--- config.mk ---
export PLATFORM = sky130hd
export DESIGN_NAME = tsc_coordinator
export DESIGN_NICKNAME = d
export VERILOG_FILES = /design/src/shared/tsc_pkg.sv /design/src/verilog/tsc_coordinator.sv
export SDC_FILE = /design/constraint.sdc
export NUM_CORES = 1
export LEC_CHECK = 0
export ABC_AREA = 1
export BUFFER_PORTS_ARGS = -buffer_cell sky130_fd_sc_hd__clkbuf_2
export CAP_MARGIN = 20
export CORE_MARGIN = 5
export CORE_UTILIZATION = 30
export CTS_CLUSTER_DIAMETER = 60
export DETAILED_ROUTE_END_ITERATION = 10
export SKIP_CTS_REPAIR_TIMING = 1
export SLEW_MARGIN = 20
export SYNTH_ARGS = -nofsm -noshare
export SYNTH_HDL_FRONTEND = slang
export SYNTH_SLANG_ARGS = --single-unit
--- constraint.sdc ---
create_clock -name REF_CLK -period 21.7 [get_ports REF_CLK]
set_input_delay 2.17 -clock REF_CLK [delete_from_list [all_inputs] [get_ports REF_CLK]]
set_output_delay 2.17 -clock REF_CLK [all_outputs]
set_load 0.05 [all_outputs]
--- src/shared/tsc_pkg.sv ---
// shared constants and types for the traffic signal coordinator
package tsc_pkg;
   localparam int unsigned CLK_HZ        = 40000000;
   localparam int unsigned TICK_MS       = 1000;
   localparam int unsigned TICK_CYCLES   = CLK_HZ / 1000 * TICK_MS;
   localparam int unsigned NUM_CYCLES    = 4;
   localparam int unsigned NUM_OFFSETS   = 3;
   localparam int unsigned NUM_EVENTS    = 100;
   localparam int unsigned NUM_DST       = 2;
   localparam int unsigned PCT_FULL      = 100;
   localparam logic [7:0]  CYC_LEN_RST0  = 8'h3c;
   localparam logic [7:0]  CYC_LEN_RST1  = 8'h50;
   localparam logic [7:0]  CYC_LEN_RST2  = 8'h64;
   localparam logic [7:0]  CYC_LEN_RST3  = 8'h78;
   localparam logic [6:0]  SPLIT_RST     = 7'h32;
   localparam logic [6:0]  OFFSET_RST    = 7'h00;
   localparam logic [6:0]  PERMIT_RST    = 7'h0a;
   localparam logic [5:0]  INTERRUPT_MAX = 6'h28;
   localparam logic [1:0]  CYCLE_DEFAULT = 2'h0;
   localparam logic [1:0]  OFFSET_DEFAULT = 2'h0;

   typedef enum logic [3:0] {
      TSC_FREE     = 4'b0001,
      TSC_WAIT     = 4'b0010,
      TSC_COORD    = 4'b0100,
      TSC_SPECIAL  = 4'b1000
   } tsc_mode_type;

   typedef struct packed {
      logic [7:0] cycle_len;
      logic [6:0] split_pct;
      logic [6:0] sync_pct;
      logic [6:0] offset_pct0;
      logic [6:0] offset_pct1;
      logic [6:0] offset_pct2;
   } tsc_plan_type;

   typedef struct packed {
      logic [1:0]  cycle_sel;
      logic [1:0]  offset_sel;
      logic        free_req;
      logic        sync;
      logic        valid;
      logic        conflict;
   } tsc_master_type;

   typedef struct packed {
      logic       sync;
      logic       yield;
      logic       force_off;
      logic       free_run;
      logic       max_inhibit;
      logic       phase_omit;
      logic       aux_flash;
      logic       second_maximum_select;
   } tsc_out_type;
endpackage

--- src/verilog/tsc_coordinator.sv ---
// time base coordinator: cycle timer, plan selection, yield and force-off outputs
module tsc_coordinator #(
   parameter int unsigned TICK_CYCLES = tsc_pkg::TICK_CYCLES,
   parameter int unsigned NUM_PHASES  = 8
) (
   input  wire logic                         REF_CLK,
   input  wire logic                         RST_N,
   input  wire logic                         COORD_SEL,
   input  wire logic [1:0]                   PANEL_CYCLE,
   input  wire tsc_pkg::tsc_master_type      MASTER,
   input  wire logic                         TOD_USE,
   input  wire logic [1:0]                   TOD_CYCLE,
   input  wire logic [1:0]                   TOD_OFFSET,
   input  wire logic                         TOD_FREE,
   input  wire logic                         SPECIAL_OP,
   input  wire logic                         PHASE_A_END,
   input  wire logic                         DWELL,
   input  wire logic                         INTERRUPT_EN,
   input  wire logic [5:0]                   INTERRUPT_SEC,
   input  wire logic [7:0]                   AUX_END_PCT,
   input  wire logic                         PLAN_WR,
   input  wire logic [1:0]                   PLAN_WR_IDX,
   input  wire tsc_pkg::tsc_plan_type        PLAN_WR_DATA,
   input  wire logic [6:0]                   PERMIT_PCT,
   input  wire logic [NUM_PHASES-1:0]        PHASE_OMIT_CFG,
   input  wire logic [2:0]                   AUX_CFG,
   output tsc_pkg::tsc_out_type              OUTS,
   output logic                              AUX_MOVE_END,
   output logic                              PERMIT,
   output logic [NUM_PHASES-1:0]             PHASE_OMIT,
   output logic [2:0]                        AUX_OUT,
   output logic [2:0]                        SYNC_LAMP,
   output logic [7:0]                        CYCLE_COUNT,
   output logic [1:0]                        ACTIVE_CYCLE,
   output logic [1:0]                        ACTIVE_OFFSET,
   output logic                              IN_STEP,
   output logic                              ENTRY_ACK
);
   localparam int unsigned TW = $clog2(TICK_CYCLES + 1);

   tsc_pkg::tsc_plan_type plan_q [tsc_pkg::NUM_CYCLES];
   tsc_pkg::tsc_mode_type mode_q;
   tsc_pkg::tsc_mode_type mode_d;
   logic [TW-1:0]         tick_cnt_q;
   logic [7:0]            cyc_cnt_q;
   logic [1:0]            cyc_q;
   logic [1:0]            off_q;
   logic [5:0]            dwell_sec_q;
   logic                  in_step_q;
   tsc_pkg::tsc_out_type  outs_q;
   logic                  aux_end_q;
   logic                  permit_q;
   logic [NUM_PHASES-1:0] omit_q;
   logic [2:0]            aux_q;
   logic [2:0]            lamp_q;
   logic                  ack_q;

   function automatic logic [7:0] pct_to_sec(input logic [7:0] len, input logic [6:0] pct);
      logic [15:0] prod;
      prod = 16'(len) * 16'(pct);
      return 8'(prod / 16'(tsc_pkg::PCT_FULL));
   endfunction

   // tick and selection decode
   wire        sec_tick     = (tick_cnt_q == TW'(TICK_CYCLES - 1));
   wire        master_bad   = !MASTER.valid || MASTER.conflict;
   // missing master data falls to the panel, which acts as the standby cycle
   wire        master_fault = MASTER.valid && MASTER.conflict;
   wire [1:0]  cyc_src      = TOD_USE ? TOD_CYCLE : (MASTER.valid ? MASTER.cycle_sel : PANEL_CYCLE);
   wire [1:0]  off_src      = TOD_USE ? TOD_OFFSET : MASTER.offset_sel;
   wire [1:0]  cyc_want     = (!TOD_USE && master_fault) ? tsc_pkg::CYCLE_DEFAULT : cyc_src;
   wire [1:0]  off_want     = (!TOD_USE && master_fault) ? tsc_pkg::OFFSET_DEFAULT : off_src;
   wire        cyc_want_ok  = (cyc_want != 2'h3) || TOD_USE; // panel and master select one of three
   wire        free_want    = !COORD_SEL || (TOD_USE ? TOD_FREE : MASTER.free_req);
   wire [7:0]  cur_len      = plan_q[cyc_q].cycle_len;
   wire [6:0]  cur_off_pct  = (off_q == 2'h2) ? plan_q[cyc_q].offset_pct2 :
                              (off_q == 2'h1) ? plan_q[cyc_q].offset_pct1 : plan_q[cyc_q].offset_pct0;
   wire [7:0]  split_pt     = pct_to_sec(cur_len, plan_q[cyc_q].split_pct);
   wire [7:0]  permit_end   = pct_to_sec(cur_len, PERMIT_PCT);
   wire [7:0]  off_pt       = pct_to_sec(cur_len, cur_off_pct);
   wire [7:0]  aux_pt       = pct_to_sec(cur_len, AUX_END_PCT[6:0]);
   wire [7:0]  cyc_next     = (cyc_cnt_q + 8'h01 >= cur_len) ? 8'h00 : cyc_cnt_q + 8'h01;
   wire        master_sync  = MASTER.sync && !master_bad;
   wire        coord_mode   = (mode_q == tsc_pkg::TSC_COORD);
   wire        sync_pulse   = coord_mode && sec_tick && (cyc_cnt_q == off_pt);
   wire        yield_pt     = sec_tick && (cyc_cnt_q == 8'h00);
   wire        change_ok    = PHASE_A_END || yield_pt;
   wire [5:0]  int_lim      = (INTERRUPT_SEC > tsc_pkg::INTERRUPT_MAX) ? tsc_pkg::INTERRUPT_MAX : INTERRUPT_SEC;
   wire        dwell_cap    = INTERRUPT_EN && !in_step_q && DWELL && (dwell_sec_q >= int_lim);
   wire        force_now    = coord_mode && (cyc_cnt_q == split_pt || dwell_cap);
   wire        yield_now    = coord_mode && (cyc_cnt_q < permit_end);
   wire        aux_now      = coord_mode && (cyc_cnt_q == aux_pt) && (AUX_END_PCT[7] == 1'b0);

   // mode sequencing
   always_comb begin
      mode_d = mode_q;
      unique case (mode_q)
         tsc_pkg::TSC_FREE: begin
            if (!free_want && !SPECIAL_OP) mode_d = tsc_pkg::TSC_WAIT;
         end
         tsc_pkg::TSC_WAIT: begin
            if (free_want) mode_d = tsc_pkg::TSC_FREE;
            else if (change_ok) mode_d = tsc_pkg::TSC_COORD;
         end
         tsc_pkg::TSC_COORD: begin
            if (free_want) mode_d = tsc_pkg::TSC_FREE;
            else if (SPECIAL_OP) mode_d = tsc_pkg::TSC_SPECIAL;
         end
         tsc_pkg::TSC_SPECIAL: begin
            if (!SPECIAL_OP) mode_d = free_want ? tsc_pkg::TSC_FREE : tsc_pkg::TSC_COORD;
         end
         default: mode_d = tsc_pkg::TSC_FREE;
      endcase
   end

   always_ff @(posedge REF_CLK or negedge RST_N) begin
      if (!RST_N) begin
         mode_q <= tsc_pkg::TSC_FREE;
      end else begin
         mode_q <= mode_d;
      end
   end

   // second tick and background cycle count keep running in every mode
   always_ff @(posedge REF_CLK or negedge RST_N) begin
      if (!RST_N) begin
         tick_cnt_q <= '0;
         cyc_cnt_q  <= 8'h00;
      end else begin
         tick_cnt_q <= sec_tick ? '0 : tick_cnt_q + TW'(1);
         if (sec_tick) cyc_cnt_q <= cyc_next;
      end
   end

   // plan store, written from the keypad path
   always_ff @(posedge REF_CLK or negedge RST_N) begin
      if (!RST_N) begin
         plan_q[0] <= '{tsc_pkg::CYC_LEN_RST0, tsc_pkg::SPLIT_RST, tsc_pkg::OFFSET_RST,
                        tsc_pkg::OFFSET_RST, tsc_pkg::OFFSET_RST, tsc_pkg::OFFSET_RST};
         plan_q[1] <= '{tsc_pkg::CYC_LEN_RST1, tsc_pkg::SPLIT_RST, tsc_pkg::OFFSET_RST,
                        tsc_pkg::OFFSET_RST, tsc_pkg::OFFSET_RST, tsc_pkg::OFFSET_RST};
         plan_q[2] <= '{tsc_pkg::CYC_LEN_RST2, tsc_pkg::SPLIT_RST, tsc_pkg::OFFSET_RST,
                        tsc_pkg::OFFSET_RST, tsc_pkg::OFFSET_RST, tsc_pkg::OFFSET_RST};
         plan_q[3] <= '{tsc_pkg::CYC_LEN_RST3, tsc_pkg::SPLIT_RST, tsc_pkg::OFFSET_RST,
                        tsc_pkg::OFFSET_RST, tsc_pkg::OFFSET_RST, tsc_pkg::OFFSET_RST};
         ack_q     <= 1'b0;
      end else begin
         // out-of-range split percentages and zero lengths are refused, no ack
         ack_q <= 1'b0;
         if (PLAN_WR && PLAN_WR_DATA.cycle_len != 8'h00 && PLAN_WR_DATA.split_pct <= 7'(tsc_pkg::PCT_FULL)) begin
            plan_q[PLAN_WR_IDX] <= PLAN_WR_DATA;
            ack_q               <= 1'b1;
         end
      end
   end

   // plan selection changes freely outside coordination, and in coordination only at the yield point or phase A end
   always_ff @(posedge REF_CLK or negedge RST_N) begin
      if (!RST_N) begin
         cyc_q <= tsc_pkg::CYCLE_DEFAULT;
         off_q <= tsc_pkg::OFFSET_DEFAULT;
      end else if ((change_ok || !coord_mode) && cyc_want_ok) begin
         cyc_q <= cyc_want;
         off_q <= (off_want == 2'h3) ? tsc_pkg::OFFSET_DEFAULT : off_want;
      end
   end

   // in-step tracking and dwell interrupter
   always_ff @(posedge REF_CLK or negedge RST_N) begin
      if (!RST_N) begin
         in_step_q   <= 1'b0;
         dwell_sec_q <= 6'h00;
      end else begin
         if (master_sync) in_step_q <= (cyc_cnt_q == off_pt);
         else if (master_bad || SPECIAL_OP) in_step_q <= 1'b0;
         if (!DWELL) dwell_sec_q <= 6'h00;
         else if (sec_tick && dwell_sec_q != 6'h3f) dwell_sec_q <= dwell_sec_q + 6'h01;
      end
   end

   // registered outputs toward the local controller
   always_ff @(posedge REF_CLK or negedge RST_N) begin
      if (!RST_N) begin
         outs_q    <= '0;
         aux_end_q <= 1'b0;
         permit_q  <= 1'b0;
         omit_q    <= '0;
         aux_q     <= 3'h0;
         lamp_q    <= 3'h0;
      end else begin
         outs_q.sync                  <= sync_pulse;
         outs_q.yield                 <= yield_now;
         outs_q.force_off             <= force_now;
         outs_q.free_run              <= !coord_mode;
         outs_q.max_inhibit           <= coord_mode;
         outs_q.phase_omit            <= coord_mode && (|PHASE_OMIT_CFG);
         outs_q.aux_flash             <= AUX_CFG[0];
         outs_q.second_maximum_select <= AUX_CFG[1];
         aux_end_q                    <= aux_now;
         permit_q                     <= yield_now;
         omit_q                       <= coord_mode ? PHASE_OMIT_CFG : '0;
         aux_q                        <= AUX_CFG;
         lamp_q                       <= coord_mode ? (3'h1 << cyc_q) : 3'h0;
      end
   end

   assign OUTS          = outs_q;
   assign AUX_MOVE_END  = aux_end_q;
   assign PERMIT        = permit_q;
   assign PHASE_OMIT    = omit_q;
   assign AUX_OUT       = aux_q;
   assign SYNC_LAMP     = lamp_q;
   assign CYCLE_COUNT   = cyc_cnt_q;
   assign ACTIVE_CYCLE  = cyc_q;
   assign ACTIVE_OFFSET = off_q;
   assign IN_STEP       = in_step_q;
   assign ENTRY_ACK     = ack_q;
endmodule

==> impl_metrics.py <==
metrics = {
    "setup_path": {
        "crit_buf_inv": 11,
        "critPathSlowestCell": "nand2_1",
        "crit_path_end_kind": "flop",
        "critPathRequiredTime_ns": 22.15,
        "arrival_ns": 11.12,
        "endpoint": "AUX_MOVE_END$_DFF_PN0_",
        "crit_cells": 64,
        "cp-start-kind": "flop",
        "crit_family": "simple AND/OR/NAND/NOR gates",
        "critPathLaunch": "ACTIVE_CYCLE[0]$_DFFE_PN0P_",
        "path_class": "reg2reg",
        "worstReg2RegStart": "ACTIVE_CYCLE[0]$_DFFE_PN0P_",
        "reg2regPathDepth": 64,
        "r2r_end": "AUX_MOVE_END$_DFF_PN0_",
        "slowest_delay_ns": 0.62,
        "rrSetupSlack_ns": 11.03,
        "cp_max_fo": 77,
        "cpMostUsedCell": "nand2_2",
    },
    "sta": {
        "fin_skew_ns": 0.05079,
        "fin_hold_ws_ns": 0.4790,
        "rsz0062_at_grt": "false",
        "period_share": 0.4919,
        "finalSetupTns_ns": 0,
        "min_period_ns": 10.67,
        "finalMaxSlewViolations": 0,
        "hold_violations": 0,
        "fmax_mhz": 93.69,
        "finalSetupViolations": 0,
        "worst_pin_slew_ns": 0.9743,
        "slew_headroom": 0.3505,
    },
    "synthesis": {
        "ys_seq_elements": 215,
        "synth_area_um2": 23360,
        "yosysMostFrequentCell": "nand2_1",
        "yosysWarnings": 0,
        "synth_top_area_share": 0.2025,
        "yosysSeqAreaShare": 0.2317,
        "synthTopCellsByArea": "dfrtp_1 20%, nand2_1 13%, fa_1 9.9%",
        "synth_common_cells": "800 x nand2_1, 587 x inv_1, 253 x o21ai_0",
        "synthArstFlopShare": 1.000,
        "synth-edff-count": 0,
        "syn-num-nets": 3675,
        "syn_inst": 3301,
        "yosysTopAreaCell": "dfrtp_1",
        "syn_avg_cell_area_um2": 7.076,
        "yosysUniqueCellTypes": 68,
        "synth_ff_type": "dfrtp_1",
    },
    "min_path": {
        "hold_class": "reg2reg",
    },
    "job": {
        "drv_cap": 0,
    },
    "die": {
        "core_area_um2": 77340,
        "num_rows": 102,
        "die-area_um2": 83540,
        "fp.dieW_um": 289.0,
        "die_h_um": 289.0,
        "start_util": 0.3020,
        "num_io_pins": 139,
    },
    "finish": {
        "drive_gt1_frac": 0.1545,
        "n_fill_cell": 8353,
        "areaGrowthSynthToFinish_pct": 12.60,
        "multi_input_area_um2": 15300,
        "seqCellArea_um2": 5414,
        "nets": 3788,
        "final_area_um2": 26300,
    },
    "global_routing": {
        "grt_start_max_net_pins": 78,
        "overflow": 0,
        "grt_pass1_wl_mm": 99.12,
        "antenna_found_initial": 6,
        "grt.total_usage": 0.1405,
        "grt_pass1_vias": 19950,
    },
    "drt": {
        "ant_nets": 0,
        "dr.pass1.iters": 5,
        "vias_per_cell": 4.640,
        "drt_iter0_markers": 1145,
        "drt-total-wl_mm": 58.83,
        "drcViolationCount": 0,
        "num_vias": 20780,
        "wl_per_cell_um": 13.14,
    },
    "cts": {
        "cts_root_buffer": "clkbuf_16",
        "cts_made_buffers": 30,
        "clock_latency_ns": 0.60,
        "cts.sinks": 215,
        "clockBufferDepth": 3,
        "htree_levels": 1,
        "cts_tree": "done",
        "clkTransAtPathRegs_ns": 0.06,
    },
    "status": {
        "status": "finished, final reports clean",
    },
    "place": {
        "port_buffers": 131,
        "placed_area_um2": 25220,
        "gp_congestion": 0.8335,
        "place_hpwl_mm": 44.65,
    },
}
sequential cells by signal, indices dropped and copies added, names as in the netlist, 2 cells and up:
signal / flops
tick_cnt_q: 26
dwell_sec_q: 6
AUX_OUT: 3
SYNC_LAMP: 3
ACTIVE_CYCLE: 2
CYCLE_COUNT: 8
plan_q: 144
PHASE_OMIT: 8
OUTS: 5
ACTIVE_OFFSET: 2
mode_q: 4
how the worst min path moves through the flow:
stage | slack [ns] | cells past startpoint | to | start
global placement | 0.46 | 2 | plan_q[60]$_DFFE_PN0P_ | plan_q[60]$_DFFE_PN0P_
floorplan | 0.45 | 2 | plan_q[43]$_DFFE_PN0P_ | plan_q[43]$_DFFE_PN0P_
detailed placement | 0.47 | 2 | plan_q[59]$_DFFE_PN0P_ | plan_q[59]$_DFFE_PN0P_
global route | 0.50 | 2 | plan_q[137]$_DFFE_PN0P_ | plan_q[137]$_DFFE_PN0P_
finish | 0.48 | 2 | plan_q[52]$_DFFE_PN0P_ | plan_q[52]$_DFFE_PN0P_
CTS | 0.48 | 2 | plan_q[59]$_DFFE_PN0P_ | plan_q[59]$_DFFE_PN0P_
metal layers:
metal	GRT usage	vias up	routed length [µm]
li1	-	10700	-
met1	0.1983	9637	28680
met2	0.2284	360	25850
met3	0.02101	82	2874
met4	0.03145	10	1371
met5	0	-	57
tightest hold or removal path, delay by kind of cell (launching register included):
kind,cells,cell delay (ns)
DFF,1,0.33
and+or+nand+nor,1,0.05
AOI/OAI and AO/OA,1,0.06
layout make-up:
cell class | instances | share of cell area
Antenna cell | 1 | 0.00009514
Clock buffer | 41 | 0.03240
Clock inverter | 15 | 0.008658
Inverter | 636 | 0.09110
Multi-Input combinational cell | 2381 | 0.5817
Sequential cell | 215 | 0.2058
Tap cell | 1040 | 0.04947
Timing Repair Buffer | 150 | 0.03073
metrics by stage:
stage               setup slack [ns]  instances    util
floorplan                      12.46       3301       -
global placement               11.10       4422  0.3261
detailed placement             10.95       4422  0.3261
CTS                            10.89       4478  0.3400
global route                   9.903       4479  0.3401
finish                         11.03       4479  0.3401
placed cells by master, fill, tap and decap left out, types with 8 or more instances in the layout:
master and count:
xnor2_1 16, dfrtp_1 188, o21a_1 12, o21ai_2 9, nand2_1 798, fa_1 116
nand4_2 9, nand2_4 41, inv_2 39, nand4_1 58, nor2_4 16, o21ai_0 253
buf_4 19, nor3_1 32, nand3_2 29, inv_1 586, dfstp_2 26, a21boi_0 10
nand3_1 171, ha_1 157, nor4_1 10, clkbuf_2 130, xor2_1 58, nor2_1 209
a22oi_1 36, a31oi_1 8, nand2_2 108, o21ai_1 22, nand3b_1 9, clkbuf_16 30
nor2_2 14, a21oi_1 96
logic make-up after synthesis:
family,Yosys count,share of synthesized area
AND/OR/NAND/NOR,1518,0.3099
buffers and inverters,705,0.1145
AO/OA/AOI/OAI,508,0.1271
adder cells (fa/ha/maj),273,0.1835
flip-flops,215,0.2317
XOR/XNOR,82,0.03332
Power is not shown: default switching activity piles up to over one toggle a cycle in this logic, so the estimate is an artifact.
